===== src/hw/fct_pkg.sv =====
/*
  Shared constants for the four counter/timer set: mode codes, clock source
  codes, prescale encodings and division ratios.
  Assumes one system clock domain; all other inputs are synchronous or are
  synchronised by the block itself.
*/
package fct_pkg;

  // ****************************************************************
  // Timer 0/1 operating modes.
  // ****************************************************************
  localparam logic [1:0] MODE_13BIT = 2'h0;
  localparam logic [1:0] MODE_16BIT = 2'h1;
  localparam logic [1:0] MODE_8BIT_RELOAD = 2'h2;
  localparam logic [1:0] MODE_SPLIT = 2'h3;

  // ****************************************************************
  // Prescale select encodings for the Timer 0/1 shared prescaler.
  // ****************************************************************
  localparam logic [1:0] PRESCALE_DIV12 = 2'h0;
  localparam logic [1:0] PRESCALE_DIV4 = 2'h1;
  localparam logic [1:0] PRESCALE_DIV48 = 2'h2;
  localparam logic [1:0] PRESCALE_EXT8 = 2'h3;

  // ****************************************************************
  // Timer 2/3 external clock source encodings.
  // ****************************************************************
  localparam logic [1:0] XCLK_DIV12 = 2'h0;
  localparam logic [1:0] XCLK_SLOW8 = 2'h1;
  localparam logic [1:0] XCLK_CMP = 2'h2;

  // ****************************************************************
  // Division ratios.
  // ****************************************************************
  localparam logic [5:0] DIV_12 = 6'h0C;
  localparam logic [5:0] DIV_4 = 6'h04;
  localparam logic [5:0] DIV_48 = 6'h30;
  localparam logic [5:0] DIV_8 = 6'h08;

  // ****************************************************************
  // Edge detector state width and 13-bit count mask.
  // ****************************************************************
  localparam int SYNC_STAGES = 2;
  localparam logic [12:0] MASK_13 = 13'h1FFF;

endpackage : fct_pkg


===== src/hw/fct_edge_sync.sv =====
/*
  Two-flop synchroniser followed by a falling edge detector.
  Assumes the input holds each level for at least two clock periods.
*/
`timescale 1ns/1ps
`default_nettype none
module fct_edge_sync (
  input wire logic core_clk,
  input wire logic srst,
  input wire logic async_in,
  output logic level,
  output logic fall
);

  logic stage1;
  logic stage2;
  logic prev;
  logic next_stage1;
  logic next_stage2;
  logic next_prev;

  // ****************************************************************
  // Synchroniser and edge detector.
  // ****************************************************************

  // Next values: the first stage is read only by the second.
  always_comb begin
    next_stage1 = async_in;
    next_stage2 = stage1;
    next_prev = stage2;
  end

  // Registers the chain; idles high so reset makes no false edge.
  always_ff @(posedge core_clk) begin
    if (srst) begin
      stage1 <= 1'h1;
      stage2 <= 1'h1;
      prev <= 1'h1;
    end else begin
      stage1 <= next_stage1;
      stage2 <= next_stage2;
      prev <= next_prev;
    end
  end

  assign level = stage2;
  assign fall = prev & ~stage2;

endmodule : fct_edge_sync
`default_nettype wire


===== src/hw/fct_divider.sv =====
/*
  Tick generator: one-cycle pulse every ratio input strobes.
  Assumes ratio is at least 1 and changes only rarely.
*/
`timescale 1ns/1ps
`default_nettype none
module fct_divider (
  input wire logic core_clk,
  input wire logic srst,
  input wire logic strobe,
  input wire logic [5:0] ratio,
  output logic tick
);

  logic [5:0] count;
  logic [5:0] next_count;

  // Counts strobes and wraps at the ratio.
  always_comb begin
    next_count = count;
    if (strobe) begin
      if (count >= ratio - 6'h01) begin
        next_count = 6'h00;
      end else begin
        next_count = count + 6'h01;
      end
    end
  end

  always_ff @(posedge core_clk) begin
    if (srst) begin
      count <= 6'h00;
    end else begin
      count <= next_count;
    end
  end

  assign tick = strobe && (count >= ratio - 6'h01);

endmodule : fct_divider
`default_nettype wire


===== src/hw/fct_timers.sv =====
/*
  Four counter/timers: Timers 0 and 1 with four modes and event counting,
  Timers 2 and 3 with 16-bit or split auto-reload and capture.
  Assumes software loads counts through the load ports, and that slow
  clocks and comparator levels arrive as asynchronous levels.
*/
`timescale 1ns/1ps
`default_nettype none
module fct_timers (
  input wire logic core_clk,
  input wire logic srst,
  input wire logic [1:0] prescale_select,
  input wire logic timer0_clock_select,
  input wire logic timer1_clock_select,
  input wire logic [1:0] mode_0,
  input wire logic [1:0] mode_1,
  input wire logic counter_select_0,
  input wire logic counter_select_1,
  input wire logic run_control_0,
  input wire logic run_control_1,
  input wire logic gate_enable_0,
  input wire logic gate_enable_1,
  input wire logic external_gate_input_0,
  input wire logic external_gate_input_1,
  input wire logic event_input_0,
  input wire logic event_input_1,
  input wire logic ext_osc_clk,
  input wire logic rtc_clk,
  input wire logic comparator_0,
  input wire logic comparator_1,
  input wire logic load_0,
  input wire logic load_1,
  input wire logic [15:0] load_value_0,
  input wire logic [15:0] load_value_1,
  input wire logic [1:0] run_control_hi,
  input wire logic [1:0] run_control_23,
  input wire logic [1:0] split_23,
  input wire logic [1:0] capture_23,
  input wire logic [1:0] sysclk_lo_23,
  input wire logic [1:0] sysclk_hi_23,
  input wire logic [3:0] xclk_23,
  input wire logic [1:0] load_23,
  input wire logic [31:0] load_count_23,
  input wire logic [1:0] load_reload_23,
  input wire logic [31:0] reload_value_23,
  output logic [15:0] count_0,
  output logic [15:0] count_1,
  output logic overflow_0,
  output logic overflow_1,
  output logic [31:0] count_23,
  output logic [31:0] reload_23,
  output logic [1:0] overflow_lo_23,
  output logic [1:0] overflow_hi_23
);

  // ****************************************************************
  // Synchronisers for event inputs and slow clock sources.
  // ****************************************************************
  logic [5:0] async_src;
  logic [5:0] sync_fall;

  assign async_src = {comparator_1, comparator_0, rtc_clk, ext_osc_clk, event_input_1,
                      event_input_0};

  genvar g;
  generate
    for (g = 0; g < 6; g++) begin : gen_sync
      fct_edge_sync u_sync (
        .core_clk(core_clk),
        .srst(srst),
        .async_in(async_src[g]),
        .level(),
        .fall(sync_fall[g])
      );
    end
  endgenerate

  // ****************************************************************
  // Dividers for prescaled and slow clocks.
  // ****************************************************************
  logic [5:0] pre_ratio;
  logic pre_tick;
  logic div12_tick;
  logic rtc8_tick;
  logic osc8_tick;

  // Shared prescaler ratio and input strobe.
  always_comb begin
    case (prescale_select)
      fct_pkg::PRESCALE_DIV12: pre_ratio = fct_pkg::DIV_12;
      fct_pkg::PRESCALE_DIV4: pre_ratio = fct_pkg::DIV_4;
      fct_pkg::PRESCALE_DIV48: pre_ratio = fct_pkg::DIV_48;
      default: pre_ratio = fct_pkg::DIV_8;
    endcase
  end

  fct_divider u_pre (
    .core_clk(core_clk),
    .srst(srst),
    .strobe((prescale_select == fct_pkg::PRESCALE_EXT8) ? sync_fall[2] : 1'h1),
    .ratio(pre_ratio),
    .tick(pre_tick)
  );

  fct_divider u_div12 (
    .core_clk(core_clk),
    .srst(srst),
    .strobe(1'h1),
    .ratio(fct_pkg::DIV_12),
    .tick(div12_tick)
  );

  fct_divider u_rtc8 (
    .core_clk(core_clk),
    .srst(srst),
    .strobe(sync_fall[3]),
    .ratio(fct_pkg::DIV_8),
    .tick(rtc8_tick)
  );

  fct_divider u_osc8 (
    .core_clk(core_clk),
    .srst(srst),
    .strobe(sync_fall[2]),
    .ratio(fct_pkg::DIV_8),
    .tick(osc8_tick)
  );

  // ****************************************************************
  // Timer 0 and Timer 1.
  // ****************************************************************
  logic [1:0] inc01;
  logic inc_hi0;
  logic [15:0] next_count_0;
  logic [15:0] next_count_1;
  logic next_overflow_0;
  logic next_overflow_1;

  // Works out one step of a classic timer in the given mode.
  function automatic logic [16:0] step01(input logic [1:0] mode, input logic [15:0] cnt);
    logic [12:0] c13;
    logic [7:0] lo;
    c13 = {cnt[15:8], cnt[4:0]} + 13'h0001;
    lo = cnt[7:0] + 8'h01;
    case (mode)
      fct_pkg::MODE_13BIT: step01 = {(c13 == 13'h0000), c13[12:5], cnt[7:5], c13[4:0]};
      fct_pkg::MODE_16BIT: step01 = {(cnt == 16'hFFFF), cnt + 16'h0001};
      fct_pkg::MODE_8BIT_RELOAD: step01 = (cnt[7:0] == 8'hFF) ?
                                          {1'h1, cnt[15:8], cnt[15:8]} : {1'h0, cnt[15:8], lo};
      default: step01 = {(cnt[7:0] == 8'hFF), cnt[15:8], lo};
    endcase
  endfunction : step01

  // Increment conditions: clock choice, event counting and gating.
  always_comb begin
    inc01[0] = run_control_0 && (!gate_enable_0 || external_gate_input_0) &&
               (counter_select_0 ? sync_fall[0] :
                (timer0_clock_select ? 1'h1 : pre_tick));
    inc01[1] = run_control_1 && (!gate_enable_1 || external_gate_input_1) &&
               (counter_select_1 ? sync_fall[1] :
                (timer1_clock_select ? 1'h1 : pre_tick));
    // Split mode high byte of Timer 0 is a timer on run_control_hi[0].
    inc_hi0 = (mode_0 == fct_pkg::MODE_SPLIT) && run_control_hi[0] &&
              (timer0_clock_select ? 1'h1 : pre_tick);
  end

  // Next values of Timer 0 and Timer 1; a load wins over counting.
  always_comb begin
    logic [16:0] s0;
    logic [16:0] s1;
    logic [7:0] hi;
    s0 = step01(mode_0, count_0);
    s1 = step01((mode_1 == fct_pkg::MODE_SPLIT) ? fct_pkg::MODE_16BIT : mode_1, count_1);
    hi = count_0[15:8] + 8'h01;
    next_count_0 = count_0;
    next_count_1 = count_1;
    next_overflow_0 = 1'h0;
    next_overflow_1 = 1'h0;
    if (inc01[0]) begin
      next_count_0 = s0[15:0];
      next_overflow_0 = s0[16];
    end
    if (inc_hi0) begin
      next_count_0[15:8] = hi;
      next_overflow_1 = (count_0[15:8] == 8'hFF);
    end
    if (inc01[1] && mode_1 != fct_pkg::MODE_SPLIT) begin
      next_count_1 = s1[15:0];
      next_overflow_1 = s1[16];
    end
    if (load_0) begin
      next_count_0 = load_value_0;
    end
    if (load_1) begin
      next_count_1 = load_value_1;
    end
  end

  always_ff @(posedge core_clk) begin
    if (srst) begin
      count_0 <= 16'h0000;
      count_1 <= 16'h0000;
      overflow_0 <= 1'h0;
      overflow_1 <= 1'h0;
    end else begin
      count_0 <= next_count_0;
      count_1 <= next_count_1;
      overflow_0 <= next_overflow_0;
      overflow_1 <= next_overflow_1;
    end
  end

  // ****************************************************************
  // Timer 2 and Timer 3.
  // ****************************************************************
  logic [31:0] next_count_23;
  logic [31:0] next_reload_23;
  logic [1:0] next_ovf_lo;
  logic [1:0] next_ovf_hi;
  logic [1:0] xtick;
  logic [1:0] cap_edge;

  // Selected external clock and capture edge for each timer.
  always_comb begin
    case (xclk_23[1:0])
      fct_pkg::XCLK_DIV12: xtick[0] = div12_tick;
      fct_pkg::XCLK_SLOW8: xtick[0] = rtc8_tick;
      fct_pkg::XCLK_CMP: xtick[0] = sync_fall[4];
      default: xtick[0] = div12_tick;
    endcase
    case (xclk_23[3:2])
      fct_pkg::XCLK_DIV12: xtick[1] = div12_tick;
      fct_pkg::XCLK_SLOW8: xtick[1] = osc8_tick;
      fct_pkg::XCLK_CMP: xtick[1] = sync_fall[5];
      default: xtick[1] = div12_tick;
    endcase
    cap_edge[0] = (xclk_23[1:0] == fct_pkg::XCLK_CMP) ? sync_fall[4] : rtc8_tick;
    cap_edge[1] = (xclk_23[3:2] == fct_pkg::XCLK_CMP) ? sync_fall[5] : osc8_tick;
  end

  // Per-timer count, reload, split and capture behaviour.
  always_comb begin
    next_count_23 = count_23;
    next_reload_23 = reload_23;
    next_ovf_lo = 2'h0;
    next_ovf_hi = 2'h0;
    for (int i = 0; i < 2; i++) begin
      logic [15:0] c;
      logic [15:0] r;
      logic lo_inc;
      logic hi_inc;
      c = count_23[16*i +: 16];
      r = reload_23[16*i +: 16];
      lo_inc = run_control_23[i] && (sysclk_lo_23[i] ? 1'h1 : xtick[i]);
      hi_inc = run_control_23[i] && (sysclk_hi_23[i] ? 1'h1 : xtick[i]);
      if (capture_23[i]) begin
        // Capture mode counts system clocks or the selected external clock, latching on edges.
        if (lo_inc) begin
          c = c + 16'h0001;
        end
        if (run_control_23[i] && cap_edge[i]) begin
          r = count_23[16*i +: 16];
          next_ovf_hi[i] = 1'h1;
        end
      end else if (split_23[i]) begin
        if (lo_inc) begin
          c[7:0] = (c[7:0] == 8'hFF) ? r[7:0] : c[7:0] + 8'h01;
          next_ovf_lo[i] = (count_23[16*i +: 8] == 8'hFF);
        end
        if (hi_inc) begin
          c[15:8] = (c[15:8] == 8'hFF) ? r[15:8] : c[15:8] + 8'h01;
          next_ovf_hi[i] = (count_23[16*i+8 +: 8] == 8'hFF);
        end
      end else if (lo_inc) begin
        c = (c == 16'hFFFF) ? r : c + 16'h0001;
        next_ovf_hi[i] = (count_23[16*i +: 16] == 16'hFFFF);
      end
      if (load_23[i]) begin
        c = load_count_23[16*i +: 16];
      end
      if (load_reload_23[i]) begin
        r = reload_value_23[16*i +: 16];
      end
      next_count_23[16*i +: 16] = c;
      next_reload_23[16*i +: 16] = r;
    end
  end

  always_ff @(posedge core_clk) begin
    if (srst) begin
      count_23 <= 32'h00000000;
      reload_23 <= 32'h00000000;
      overflow_lo_23 <= 2'h0;
      overflow_hi_23 <= 2'h0;
    end else begin
      count_23 <= next_count_23;
      reload_23 <= next_reload_23;
      overflow_lo_23 <= next_ovf_lo;
      overflow_hi_23 <= next_ovf_hi;
    end
  end

endmodule : fct_timers
`default_nettype wire


===== config.mk =====
export PLATFORM = sky130hd
export DESIGN_NAME = fct_timers
export DESIGN_NICKNAME = d
export VERILOG_FILES = /design/src/hw/fct_pkg.sv /design/src/hw/fct_edge_sync.sv /design/src/hw/fct_divider.sv /design/src/hw/fct_timers.sv
export SDC_FILE = /design/constraint.sdc
export NUM_CORES = 1
export LEC_CHECK = 0
export ABC_CLOCK_PERIOD_IN_PS = 4550
export BUFFER_PORTS_ARGS = -buffer_cell sky130_fd_sc_hd__buf_2
export CORE_ASPECT_RATIO = 2
export CORE_MARGIN = 3
export CORE_UTILIZATION = 25
export CTS_BUF_LIST = sky130_fd_sc_hd__clkbuf_2 sky130_fd_sc_hd__clkbuf_4 sky130_fd_sc_hd__clkbuf_8
export CTS_CLUSTER_SIZE = 30
export DETAILED_ROUTE_END_ITERATION = 8
export PLACE_DENSITY_LB_ADDON = 0.08
export SETUP_SLACK_MARGIN = 0.1
export SLEW_MARGIN = 20
export SYNTH_ARGS = -nofsm -noshare
export SYNTH_HDL_FRONTEND = slang
export SYNTH_HIERARCHICAL = 1
export SYNTH_SLANG_ARGS = --single-unit

===== constraint.sdc =====
create_clock -name core_clk -period 4.55 [get_ports core_clk]
set_input_delay 0.91 -clock core_clk [delete_from_list [all_inputs] [get_ports core_clk]]
set_output_delay 0.91 -clock core_clk [all_outputs]
set_load 0.1 [all_outputs]

# Word-level counts from Yosys, hierarchy flattened
# Index checks and enable logic that the tools add are counted.
[word_totals]
reg_bits = 144
latchBits = 0
ram_bits = 0
rom_bits = 0
inputBits = 142
output_inout_bits = 102
word_cells = 226
n_memories = 0
[classes]
addsub = 18
multipliers = 0
n_div = 0
magnitude_cmp = 4
eq_ne = 33
shift = 0
muxes = 65
bitwise_logic = 17
reduce_logical = 50
[ops]
columns = ["op", "n"]
rows = [
  ["2-to-1 mux 16 bit", 22],
  ["one-hot mux 17 bit (3 select lines)", 2],
  ["2-to-1 mux 8 bit", 9],
  ["adder 16 x 1 -> 16 bit, second input constant", 4],
  ["equality test 16 bit, second input constant", 4],
  ["adder 8 x 1 -> 8 bit, second input constant", 7],
  ["equality test 8 bit, second input constant", 7],
  ["2-to-1 mux 17 bit", 2],
  ["adder 13 x 1 -> 13 bit, second input constant", 2],
  ["zero test 13 bit", 2],
  ["adder 6 x 1 -> 6 bit, second input constant", 4],
  ["2-to-1 mux 1 bit", 23],
  ["2-to-1 mux 6 bit", 3],
  ["one-hot mux 6 bit (3 select lines)", 1],
  ["equality test 2 bit, second input constant", 8],
  ["logical AND 1 bit", 16],
  ["nonzero test 2 bit", 8],
  ["greater-or-equal comparator 6 x 3 -> 1 bit, second input constant", 2],
  ["AND reduction 3 bit", 4],
  ["nonzero test 3 bit", 4],
  ["inverter 1 bit", 11],
  ["equality test 2 x 1 -> 1 bit, second input constant", 5],
  ["!= test 2 bit, second input constant", 4],
  ["!= test 4 x 1 -> 1 bit, second input constant", 2],
  ["other kinds (15)", 31],
]

# Logic depth before layout (Yosys ltp)
# Gate-level depths: netlist of run 1.
[depth]
ltp_word = 11
depth_mapped = 18
mapped_depth_nobuf = 17

# Hierarchy
# The synthesis of run 1 kept the hierarchy.
[modules_own_cells]
columns = ["module", "instances", "cells_each", "area_per_inst_um2", "seq_area_each_um2"]
rows = [
  ["fct_timers", 1, 1056, 7666.1, 2042.0],
  ["fct_divider", 4, 52, 494.2, 120.1],
  ["fct_edge_sync", 6, 7, 85.1, 60.1],
]

# Least setup slack after synthesis of run 1
# No wires, ideal clock.
[synth_timing]
path_kind = "input -> register"
startpoint = "in prescale_select[0]"
endpoint = "reg count_1[12]"
setup_time_ns = 0.070
t_arrival_ns = 3.777
required_time_ns = 4.480
slack_ns = 0.704
path_stages = 16
n_path_buf = 0
path_cell_list = "inv_1 -> ha_1 -> nor2_1 -> nor2_1 -> nor2_1 -> nand2_1 -> xor2_1 -> ha_1 -> nand3_4 -> o31ai_4 -> o21bai_1 -> a2111oi_4 -> o221a_2 -> nor3b_1 -> a21oi_1 -> a21oi_1"
[synth_via]
elab_chain_len = 11
elab_cells_between_ends = 15
classes_between = "1 x add/sub; 1 x order compare; 3 x eq/ne; 4 x mux; 6 x reduce/logical"
[synth_rtl]
columns = ["item", "line_no", "text"]
rows = [
  ["start: declaration", "fct_timers.sv:12", "input wire logic [1:0] prescale_select,"],
  ["equality test 2 bit (tied with other cells)", "fct_timers.sv:89", "case (prescale_select)"],
  ["one-hot mux 6 bit (3 select lines) *", "fct_timers.sv:89", ""],
  ["named net pre_ratio[2]", "fct_timers.sv:81", "logic [5:0] pre_ratio;"],
  ["subtractor 6 x 1 -> 6 bit *", "fct_divider.sv:38", "assign tick = strobe && (count >= ratio - 6'h01);"],
  ["greater-or-equal comparator 6 bit *", "fct_divider.sv:38", ""],
  ["logical AND 1 bit *", "fct_divider.sv:38", ""],
  ["named net pre_tick", "fct_timers.sv:82", "logic pre_tick;"],
  ["2-to-1 mux 1 bit *", "fct_timers.sv:161", "(timer1_clock_select ? 1'h1 : pre_tick));"],
  ["2-to-1 mux 1 bit *", "fct_timers.sv:160", "(counter_select_1 ? sync_fall[1] :"],
  ["logical AND 1 bit *", "fct_timers.sv:159", "inc01[1] = run_control_1 && (!gate_enable_1 || external_gate_input_1) &&"],
  ["logical AND 1 bit *", "fct_timers.sv:187", "if (inc01[1] && mode_1 != fct_pkg::MODE_SPLIT) begin"],
  ["nonzero test 2 bit (no source line) *", "--", ""],
  ["AND reduction 3 bit (no source line) *", "--", ""],
  ["end signal: assignment", "fct_timers.sv:207", "count_1 <= next_count_1;"],
  ["end: declaration", "fct_timers.sv:47", "output logic [15:0] count_1,"],
]
# The timed path passes the listed nets; every way through them passes the cells marked *.
# A chain may end at the register's enable or synchronous reset.

# Worst setup path in the final report of run 1
[layout_timing]
startpoint = "in prescale_select[0]"
endpoint = "reg count_1[4]"
[layout_via]
elab_chain_len = 10
elab_cells_between_ends = 14
classes_between = "1 x add/sub; 1 x order compare; 3 x eq/ne; 4 x mux; 5 x reduce/logical"
[layout_rtl]
columns = ["item", "line_no"]
rows = [
  ["equality test 2 bit (tied with other cells)", "fct_timers.sv:89"],
  ["one-hot mux 6 bit (3 select lines) *", "fct_timers.sv:89"],
  ["named net pre_ratio[2]", "fct_timers.sv:81"],
  ["subtractor 6 x 1 -> 6 bit *", "fct_divider.sv:38"],
  ["greater-or-equal comparator 6 bit *", "fct_divider.sv:38"],
  ["logical AND 1 bit *", "fct_divider.sv:38"],
  ["named net pre_tick", "fct_timers.sv:82"],
  ["2-to-1 mux 1 bit *", "fct_timers.sv:161"],
  ["2-to-1 mux 1 bit *", "fct_timers.sv:160"],
  ["logical AND 1 bit *", "fct_timers.sv:159"],
  ["logical AND 1 bit *", "fct_timers.sv:187"],
  ["nonzero test 2 bit (no source line) *", "--"],
]
# Marks and branches as above.

==> results.md, run 1 <==
* Outcome: finished, final reports clean
* DR vias at 10582
* Setup violators final at 0
* Post-synth EDFFs at 0
* Vias per cell at 5.06
* Synth area leaders: dfxtp_1 (28%), ha_1 (6.0%), nor2_1 (5.9%)
* Yosys cell types at 84
* Post-synth top area share at 28.4%
* CP Max Fanout at 10
* Vias in the first global route at 10748
* CTS tree: built
* CP Launch Type: primary input
* Worst EP required at 4.92 ns
* Leading area contributor after synthesis: dfxtp_1
* CP Data Arrival Time at 4.21 ns
* Register area share after synthesis at 28.4%
* Total track usage at 18.8%
* Clk_lat worst skew at 0.49 ns
* H-tree levels at 4
* PwrDens at 291 nW/um^2
* Largest net degree at the start of global routing at 95
* Synth Register Bits at 144
* Slew Limit Fails at 0
* Die Ht at 291 um
* DR iter-0 viols at 352
* CTS resizes at 0
* Gate Count Post-Synth at 1306
* Asr flop ratio synth at 0%
* Post-CTS setup buffer count at 0
* Final Skew at 0.0236 ns
* Fmax at 260 MHz
* Clock Path Buffers at 2
* Most used DFF post-synth: dfxtp_1
* Detailed Route WL at 40800 um
* Root Buffer: clkbuf_8
* Design area at 12400 um^2
* Hold-fix buffers, CTS at 0
* Setup crit end kind: flop
* Antenna violations before repair at 7
* Rel. slew slack at 30.9%
* Global-route wire length before repair at 63100 um
* Synth Cell Area at 10200 um^2
* TNS Setup at 0 ns
* Placed cell areas at 12000 um^2
* Layout Cells excl Fill at 2093
* RSZ-0062 raised after global routing: no
* Most frequent cell after synthesis: nor2_1
* Die area at 43200 um^2
* Max-Cap Viols at 0
* Gp weighted congestion at 0.834
* Clock sink count at 144
* Post-Place Worst Slack at 0.142 ns
* # IOs at 244
* Final Hold Vio Count at 0
* Critical path class: in -> reg
* Worst-Margin Slew at 1.04 ns
* Core Box Area at 39800 um^2
* DIE WIDTH at 149 um
* GRT overflow at 0
* Nets at 1745
* Syn Area/Cell at 7.77 um^2
* Hold Crit Class: reg -> reg
* Dpl cells at 2060
* DRC errors left at 0
* Final period utilization at 84.5%
* Rows at 103
* Detailed Routing Iterations Pass 1 at 7
* Warnings from Yosys at 6
* Top post-synthesis cells by count: nor2_1 (160), dfxtp_1 (144), nand2_1 (124), a21oi_1 (118), nor3_1 (70)
* Post-route minimum period at 3.85 ns
* TritonCTS Buffers at 17
* Fillers at 4380
* Clock slew at reported path FFs at 0.09 ns
* Final worst slack at 0.704 ns
* Area growth from synthesis to layout at 22.5%
* PortBufs at 242
* Post-detailed-route wirelength per cell at 19.5 um
* Starting Density at 25.5%
* Post-DRT Antenna Nets at 0
* P_leak at 4.98 nW
* Final HPWL from detailed placement at 31500 um
* Share of layout cells above drive strength 1 at 21.1%
* Maximum VDD drop at 0.173 mV
==> routing by layer <==
metal	global-route usage, %	part of all wire (%)	wire [um]	up-vias
met2	36.5	56	23000	265
met4	6.36	2.5	1010	4
met5	0	0.066	27	-
met3	3.63	4.1	1660	52
met1	19.7	37	15200	5074
li1	-	-	-	5187
==> stage by stage <==
stage / power (W) / hold WS (ns) / utilization (%)
after floorplan: 0.00221 / 0.385 / -
after global placement: 0.00250 / 0.392 / 30.2
after detailed placement: 0.00250 / 0.393 / 30.2
after CTS: 0.00370 / 0.415 / 31.2
after global routing: 0.00381 / 0.434 / 31.2
final: 0.00362 / 0.412 / 31.2
==> worst paths after layout <==
path	start	endpoint	slack (ns)	cells after the start
setup / recovery	prescale_select[0]	count_1[4]	0.70	20
setup reg to reg	gen_sync[2].u_sync/prev	count_1[4]	1.26	14
hold / removal	gen_sync[4].u_sync/next_stage2	gen_sync[4].u_sync/level	0.41	1
hold reg to reg	gen_sync[4].u_sync/next_stage2	gen_sync[4].u_sync/level	0.41	1
==> cells in the final DEF (no fill, tap or decap), drive strengths merged, types with 46 or more instances in the layout <==
cell,n
conb,49
nor2,162
buf,258
nand2,124
ha,49
o21ai,47
a21oi,119
dfxtp,144
xnor2,46
nor3,71
==> worst max-delay path, cell delays in order <==
cell	delay, ns
buf_2	0.12
inv_1	0.07
ha_1	0.19
nor2_1	0.10
nor2_1	0.08
nor2_1	0.14
nand2_1	0.08
xor2_1	0.15
ha_1	0.34
nand3_4	0.10
o31ai_4	0.31
buf_12	0.18
o21bai_1	0.08
buf_4	0.15
a211o_1	0.31
a21oi_2	0.31
buf_4	0.23
nand4_1	0.13
o211ai_1	0.14
a21oi_1	0.08
==> flip-flops by register name (all words and copies together) (netlist names), 6 cells and up <==
signal / count
reload_23: 32
gen_sync.u_sync/prev: 6
count_23: 32
gen_sync.u_sync/next_stage2: 6
count_0: 16
u_pre/count: 6
u_div12/count: 6
u_osc8/count: 6
count_1: 16
u_rtc8/count: 6
gen_sync.u_sync/level: 6
==> kinds of logic (layout without fill, tap and decap cells) <==
group / Yosys count / count (layout) / synth area share, %
simple gates: 531 / 531 / 26.0
compound gates: 336 / 336 / 23.1
flops: 144 / 144 / 28.4
buf+inv: 119 / 332 / 5.02
xor+xnor: 78 / 78 / 6.73
fa+ha+maj: 49 / 49 / 6.04
mux: 47 / 47 / 4.66
other cells: 2 / 51 / 0.0740
==> where the power goes <==
part	switching (W)	internal [W]	leakage, nW
Combinational	0.000736	0.000270	3.58
Sequential	0.000132	0.00133	1.18
Clock	0.000559	0.000595	0.212
Total	0.00143	0.00219	4.98
==> final cells by class <==
type | count | area (um^2) | share of cell area [%]
Sequential cell | 144 | 2880 | 23.2
Inverter | 43 | 161 | 1.30
Tap cell | 525 | 657 | 5.28
Multi-Input combinational cell | 1090 | 6940 | 55.8
Clock buffer | 22 | 290 | 2.33
Clock inverter | 9 | 133 | 1.07
Antenna cell | 2 | 5.00 | 0.0402
Timing Repair Buffer | 258 | 1370 | 11.0
Power figures use the tool's default switching activity.
==> run 2: changes to the inputs <==
--- a/config.mk
+++ b/config.mk
@@ -5,7 +5,7 @@
 export SDC_FILE = /design/constraint.sdc
 export NUM_CORES = 1
 export LEC_CHECK = 0
-export ABC_CLOCK_PERIOD_IN_PS = 4550
+export ABC_CLOCK_PERIOD_IN_PS = 3500
 export BUFFER_PORTS_ARGS = -buffer_cell sky130_fd_sc_hd__buf_2
 export CORE_ASPECT_RATIO = 2
 export CORE_MARGIN = 3
==> constraint.sdc (replaced) <==
create_clock -name core_clk -period 3.5 [get_ports core_clk]
set_input_delay 0.7 -clock core_clk [delete_from_list [all_inputs] [get_ports core_clk]]
set_output_delay 0.7 -clock core_clk [all_outputs]
set_load 0.1 [all_outputs]
==> results.md, run 2 (synthesis results as in run 1) <==
* Die Ht at 291 um
* Clock slew at reported path FFs at 0.09 ns
* Nets at 1793
* Final Skew at 0.0319 ns
* Vias per cell at 5.01
* Hold Crit Class: in -> reg
* Worst-Margin Slew at 0.732 ns
* TritonCTS Buffers at 17
* Worst EP required at 3.93 ns
* Post-DRT Antenna Nets at 0
* Slew Limit Fails at 0
* Final worst slack at 0.203 ns
* Post-Place Worst Slack at -0.625 ns
* DRC errors left at 0
* Global-route wire length before repair at 64500 um
* Max incr delay on CP at 0.43 ns
* Worst-path cell chain: buf_2 -> inv_2 -> ha_4 -> nor2_4 -> nor2_4 -> nor2_4 -> nand2_1 -> xor2_1 -> ha_1 -> nand3_4 -> o31ai_4 -> or3_4 -> o2111ai_4 -> nor2_2 -> nand4_1 -> or4_1 -> o22ai_2 -> buf_4
* DR vias at 10749
* Final HPWL from detailed placement at 33500 um
* # IOs at 244
* Critical path capture point: overflow_0
* Vias in the first global route at 10963
* Reg2reg start: u_osc8/count[0]
* Fin util at 32.6%
* Pwr Total at 0.00480 W
* Critical path class: in -> reg
* R2r endpoint: count_23[31]
* Core Box Area at 39800 um^2
* Rel. slew slack at 50.8%
* Total track usage at 19.2%
* Max-Cap Viols at 0
* Worst Setup SP: prescale_select[0]
* P_leak at 5.23 nW
* CP Launch Type: primary input
* Setup violators final at 0
* Root Buffer: clkbuf_8
* RSZ-0062 raised after global routing: no
* Clk_lat worst skew at 0.50 ns
* Clock sink count at 144
* CP Max Fanout at 7
* Gp weighted congestion at 0.917
* Slowest CP cell: or4_1
* Reg2Reg Depth at 11
* Area growth from synthesis to layout at 27.9%
* Final period utilization at 94.2%
* Most common cell after layout, fill and taps aside: buf_2
* Post-detailed-route wirelength per cell at 19.7 um
* Hold-fix buffers, CTS at 0
* Die area at 43200 um^2
* Top Registers: count_23 (32), reload_23 (32)
* Fillers at 4374
* Maximum VDD drop at 0.225 mV
* H-tree levels at 4
* Final Hold Vio Count at 0
* Detailed Routing Iterations Pass 1 at 6
* Cell mode on critical path: nor2_4
* Final hold slack at 0.389 ns
* Fmax at 303 MHz
* Largest net degree at the start of global routing at 66
* Antenna violations before repair at 7
* CP Data Arrival Time at 3.72 ns
* Share of layout cells above drive strength 1 at 25.3%
* CTS tree: built
* Commonest cells after routing, fill and taps aside: buf_2 (241), nor2_1 (155), dfxtp_1 (144)
* Detailed Route WL at 42200 um
* Setup crit end kind: flop
* Starting Density at 25.5%
* Post-route minimum period at 3.30 ns
* Outcome: finished, final reports clean
* PwrDens at 369 nW/um^2
* PortBufs at 242
* Rows at 103
* Clock Path Buffers at 2
* GRT overflow at 0
* DIE WIDTH at 149 um
* DR iter-0 viols at 449
* Reg2reg setup slack at 0.52 ns
## run 2: cell types whose count changed in the layout (fill, tap and decap cells not counted), sizes merged
cell / change
inv: +5
diode: +2
buf: +48
clkbuf: -4
## run 2: how the worst min path moves through the flow
stage                                   start                        endpoint  slack (ns)  cells past startpoint
4_1_cts                         event_input_0  gen_sync[0].u_sync/next_stage2        0.33                      2
5_1_grt                         event_input_0  gen_sync[0].u_sync/next_stage2        0.35                      2
3_5_place_dp   gen_sync[4].u_sync/next_stage2        gen_sync[4].u_sync/level        0.40                      1
6_report                        event_input_0  gen_sync[0].u_sync/next_stage2        0.39                      2
3_3_place_gp   gen_sync[0].u_sync/next_stage2        gen_sync[0].u_sync/level        0.39                      1
2_1_floorplan  gen_sync[0].u_sync/next_stage2        gen_sync[0].u_sync/level        0.39                      1
## run 2: per-layer routing
layer	vias up	wire [um]	GRT usage [%]
met3	76	2110	4.25
li1	5286	-	-
met2	296	24100	38.6
met5	-	34	0
met1	5087	14200	18.1
met4	4	1730	8.26
## run 2: repair_timing
item                                    CTS  global route
buffers inserted                          3             5
gates resized for setup                   2            31
pin swaps                                 1            14
endpoints found under the setup margin    6            22
## run 2: area by class of cell
class                   instances  area [um^2]  share of cell area, %
repair buffers                306         1730                   13.3
well taps                     525          657                   5.06
multi-input cells            1090         7130                   54.9
flip-flops and latches        144         2880                   22.2
clock inverters                14          179                   1.38
diodes                          4         10.0                 0.0771
clock buffers                  18          241                   1.86
inverters                      43          161                   1.24
## run 2: worst max-delay path, delay by kind of cell
kind / cells / cell delay (ns)
fa+ha+maj: 2 / 0.49
buf+inv: 3 / 0.30
compound gates: 3 / 0.74
simple gates: 9 / 1.34
xor+xnor: 1 / 0.14
## run 2: power by group
group	switching [W]	internal, W
sequential	0.000151	0.00173
combinational	0.00101	0.000399
clock	0.000782	0.000726
## run 2: through the flow
stage	std cells	cell area, um^2	TNS, ns
after CTS	2135	12800	0
after floorplan	1353	10400	0
final	2144	13000	0
after global routing	2143	13000	0
after global placement	2100	12400	-9.58
after detailed placement	2100	12400	-11.56
==> run 3: changes to the inputs <==
--- a/config.mk
+++ b/config.mk
@@ -5,7 +5,7 @@
 export SDC_FILE = /design/constraint.sdc
 export NUM_CORES = 1
 export LEC_CHECK = 0
-export ABC_CLOCK_PERIOD_IN_PS = 3500
+export ABC_CLOCK_PERIOD_IN_PS = 3600
 export BUFFER_PORTS_ARGS = -buffer_cell sky130_fd_sc_hd__buf_2
 export CORE_ASPECT_RATIO = 2
 export CORE_MARGIN = 3
==> constraint.sdc (replaced) <==
create_clock -name core_clk -period 3.6 [get_ports core_clk]
set_input_delay 0.72 -clock core_clk [delete_from_list [all_inputs] [get_ports core_clk]]
set_output_delay 0.72 -clock core_clk [all_outputs]
set_load 0.1 [all_outputs]
==> results.md, run 3 (synthesis results as in run 1) <==
* CP Max Fanout at 4
* Slew Limit Fails at 0
* Gp weighted congestion at 0.828
* Fmax at 293 MHz
* Final Hold Vio Count at 0
* Most common cell after layout, fill and taps aside: buf_2
* TritonCTS Buffers at 17
* Final period utilization at 94.9%
* Die area at 43200 um^2
* Rows at 103
* Nets at 1770
* DR iter-0 viols at 369
* Rel. slew slack at 39.8%
* # IOs at 244
* Worst EP required at 3.97 ns
* H-tree levels at 4
* Post-detailed-route wirelength per cell at 18.8 um
* Starting Density at 25.5%
* Total track usage at 18.4%
* Fin util at 32.1%
* DIE WIDTH at 149 um
* CP Data Arrival Time at 3.79 ns
* Hold Crit Class: reg -> reg
* Placed cell areas at 12200 um^2
* DRC errors left at 0
* Setup violators final at 0
* Post-DRT Antenna Nets at 0
* CTS tree: built
* Vias per cell at 4.97
* Critical path class: in -> reg
* CP Launch Type: primary input
* Worst-Margin Slew at 0.893 ns
* Root Buffer: clkbuf_8
* Clock slew at reported path FFs at 0.08 ns
* Core Box Area at 39800 um^2
* P_leak at 5.13 nW
* Clock Path Buffers at 2
* GRT overflow at 0
* Commonest cells after routing, fill and taps aside: buf_2 (241), nor2_1 (154), dfxtp_1 (144)
* Share of layout cells above drive strength 1 at 23.4%
* Max incr delay on CP at 0.56 ns
* Dpl cells at 2082
* Top Registers: count_23 (32), reload_23 (32)
* Detailed Route WL at 39900 um
* Slowest CP cell: or4_1
* Detailed Routing Iterations Pass 1 at 5
* Antenna violations before repair at 5
* Clk_lat worst skew at 0.48 ns
* Cell mode on critical path: nor2_2
* Final HPWL from detailed placement at 30900 um
* DR vias at 10536
* PwrDens at 374 nW/um^2
* Largest net degree at the start of global routing at 68
* Post-route minimum period at 3.42 ns
* Maximum VDD drop at 0.209 mV
* Max-Cap Viols at 0
* Final Skew at 0.0177 ns
* Area growth from synthesis to layout at 26.1%
* Design area at 12800 um^2
* Outcome: finished, final reports clean
* PortBufs at 242
* Layout Cells excl Fill at 2122
* Final worst slack at 0.183 ns
* Vias in the first global route at 10778
* Die Ht at 291 um
* Setup crit end kind: flop
* Clock sink count at 144
* Pwr Total at 0.00479 W
* RSZ-0062 raised after global routing: yes
* Worst-path cell chain: buf_2 -> inv_1 -> ha_1 -> nor2_2 -> nor2_2 -> nor2_2 -> nand2_1 -> xor2_1 -> ha_1 -> nand3_4 -> o31ai_4 -> buf_6 -> or3_4 -> o2111ai_4 -> nor2_2 -> nand4_1 -> or4_1 -> o22ai_1
* Post-Place Worst Slack at -0.557 ns
* Global-route wire length before repair at 62500 um
-- run 3: critical path, delay by kind of cell --
kind,cells,cell delay [ns]
AOI/OAI and AO/OA,3,0.62
buffers and inverters,3,0.33
and+or+nand+nor,9,1.41
xor gates and xnor gates,1,0.14
adders and majority gates,2,0.53
-- run 3: final timing paths --
check                                      start                  endpoint  slack (ns)  cells past startpoint
hold reg to reg   gen_sync[0].u_sync/next_stage2  gen_sync[0].u_sync/level        0.42                      1
setup / recovery              prescale_select[0]                overflow_0        0.18                     18
setup reg to reg                 u_osc8/count[0]              count_23[31]        0.65                     11
hold / removal    gen_sync[0].u_sync/next_stage2  gen_sync[0].u_sync/level        0.42                      1
-- run 3: cell type report --
| cell class | count | area, um^2 |
|---|---|---|
| tap | 525 | 657 |
| multi-input combinational | 1090 | 7060 |
| inverter | 43 | 161 |
| sequential | 144 | 2880 |
| timing repair buffer | 283 | 1550 |
| antenna | 6 | 15.0 |
| clock inverter | 13 | 235 |
| fill | 4312 | 27000 |
| clock buffer | 18 | 248 |
-- run 3: what timing repair did --
item	in CTS	in global routing
setup buffers	0	3
pin swaps	0	12
setup endpoints to repair	4	26
cloned	0	0
hold buffers	0	0
resized for setup	1	25
-- run 3: layer usage --
metal | wire length (um) | share of wire (%) | GRT usage [%]
met1 | 14800 | 37 | 19.2
met2 | 22700 | 57 | 36.2
met3 | 1590 | 4.0 | 3.27
met4 | 813 | 2.0 | 5.64
met5 | 0 | 0 | 0
-- run 3: through the flow --
stage               hold slack [ns]  setup TNS, ns
finish                        0.416              0
global route                  0.374              0
CTS                           0.360              0
detailed placement            0.393          -9.72
global placement              0.390          -9.29
floorplan                     0.385              0
-- run 3: where the power goes --
group | internal, W | switching (W) | total, W
combinational | 0.000367 | 0.000943 | 0.00131
sequential | 0.00168 | 0.000159 | 0.00184
clock | 0.000913 | 0.000728 | 0.00164
total | 0.00296 | 0.00183 | 0.00479
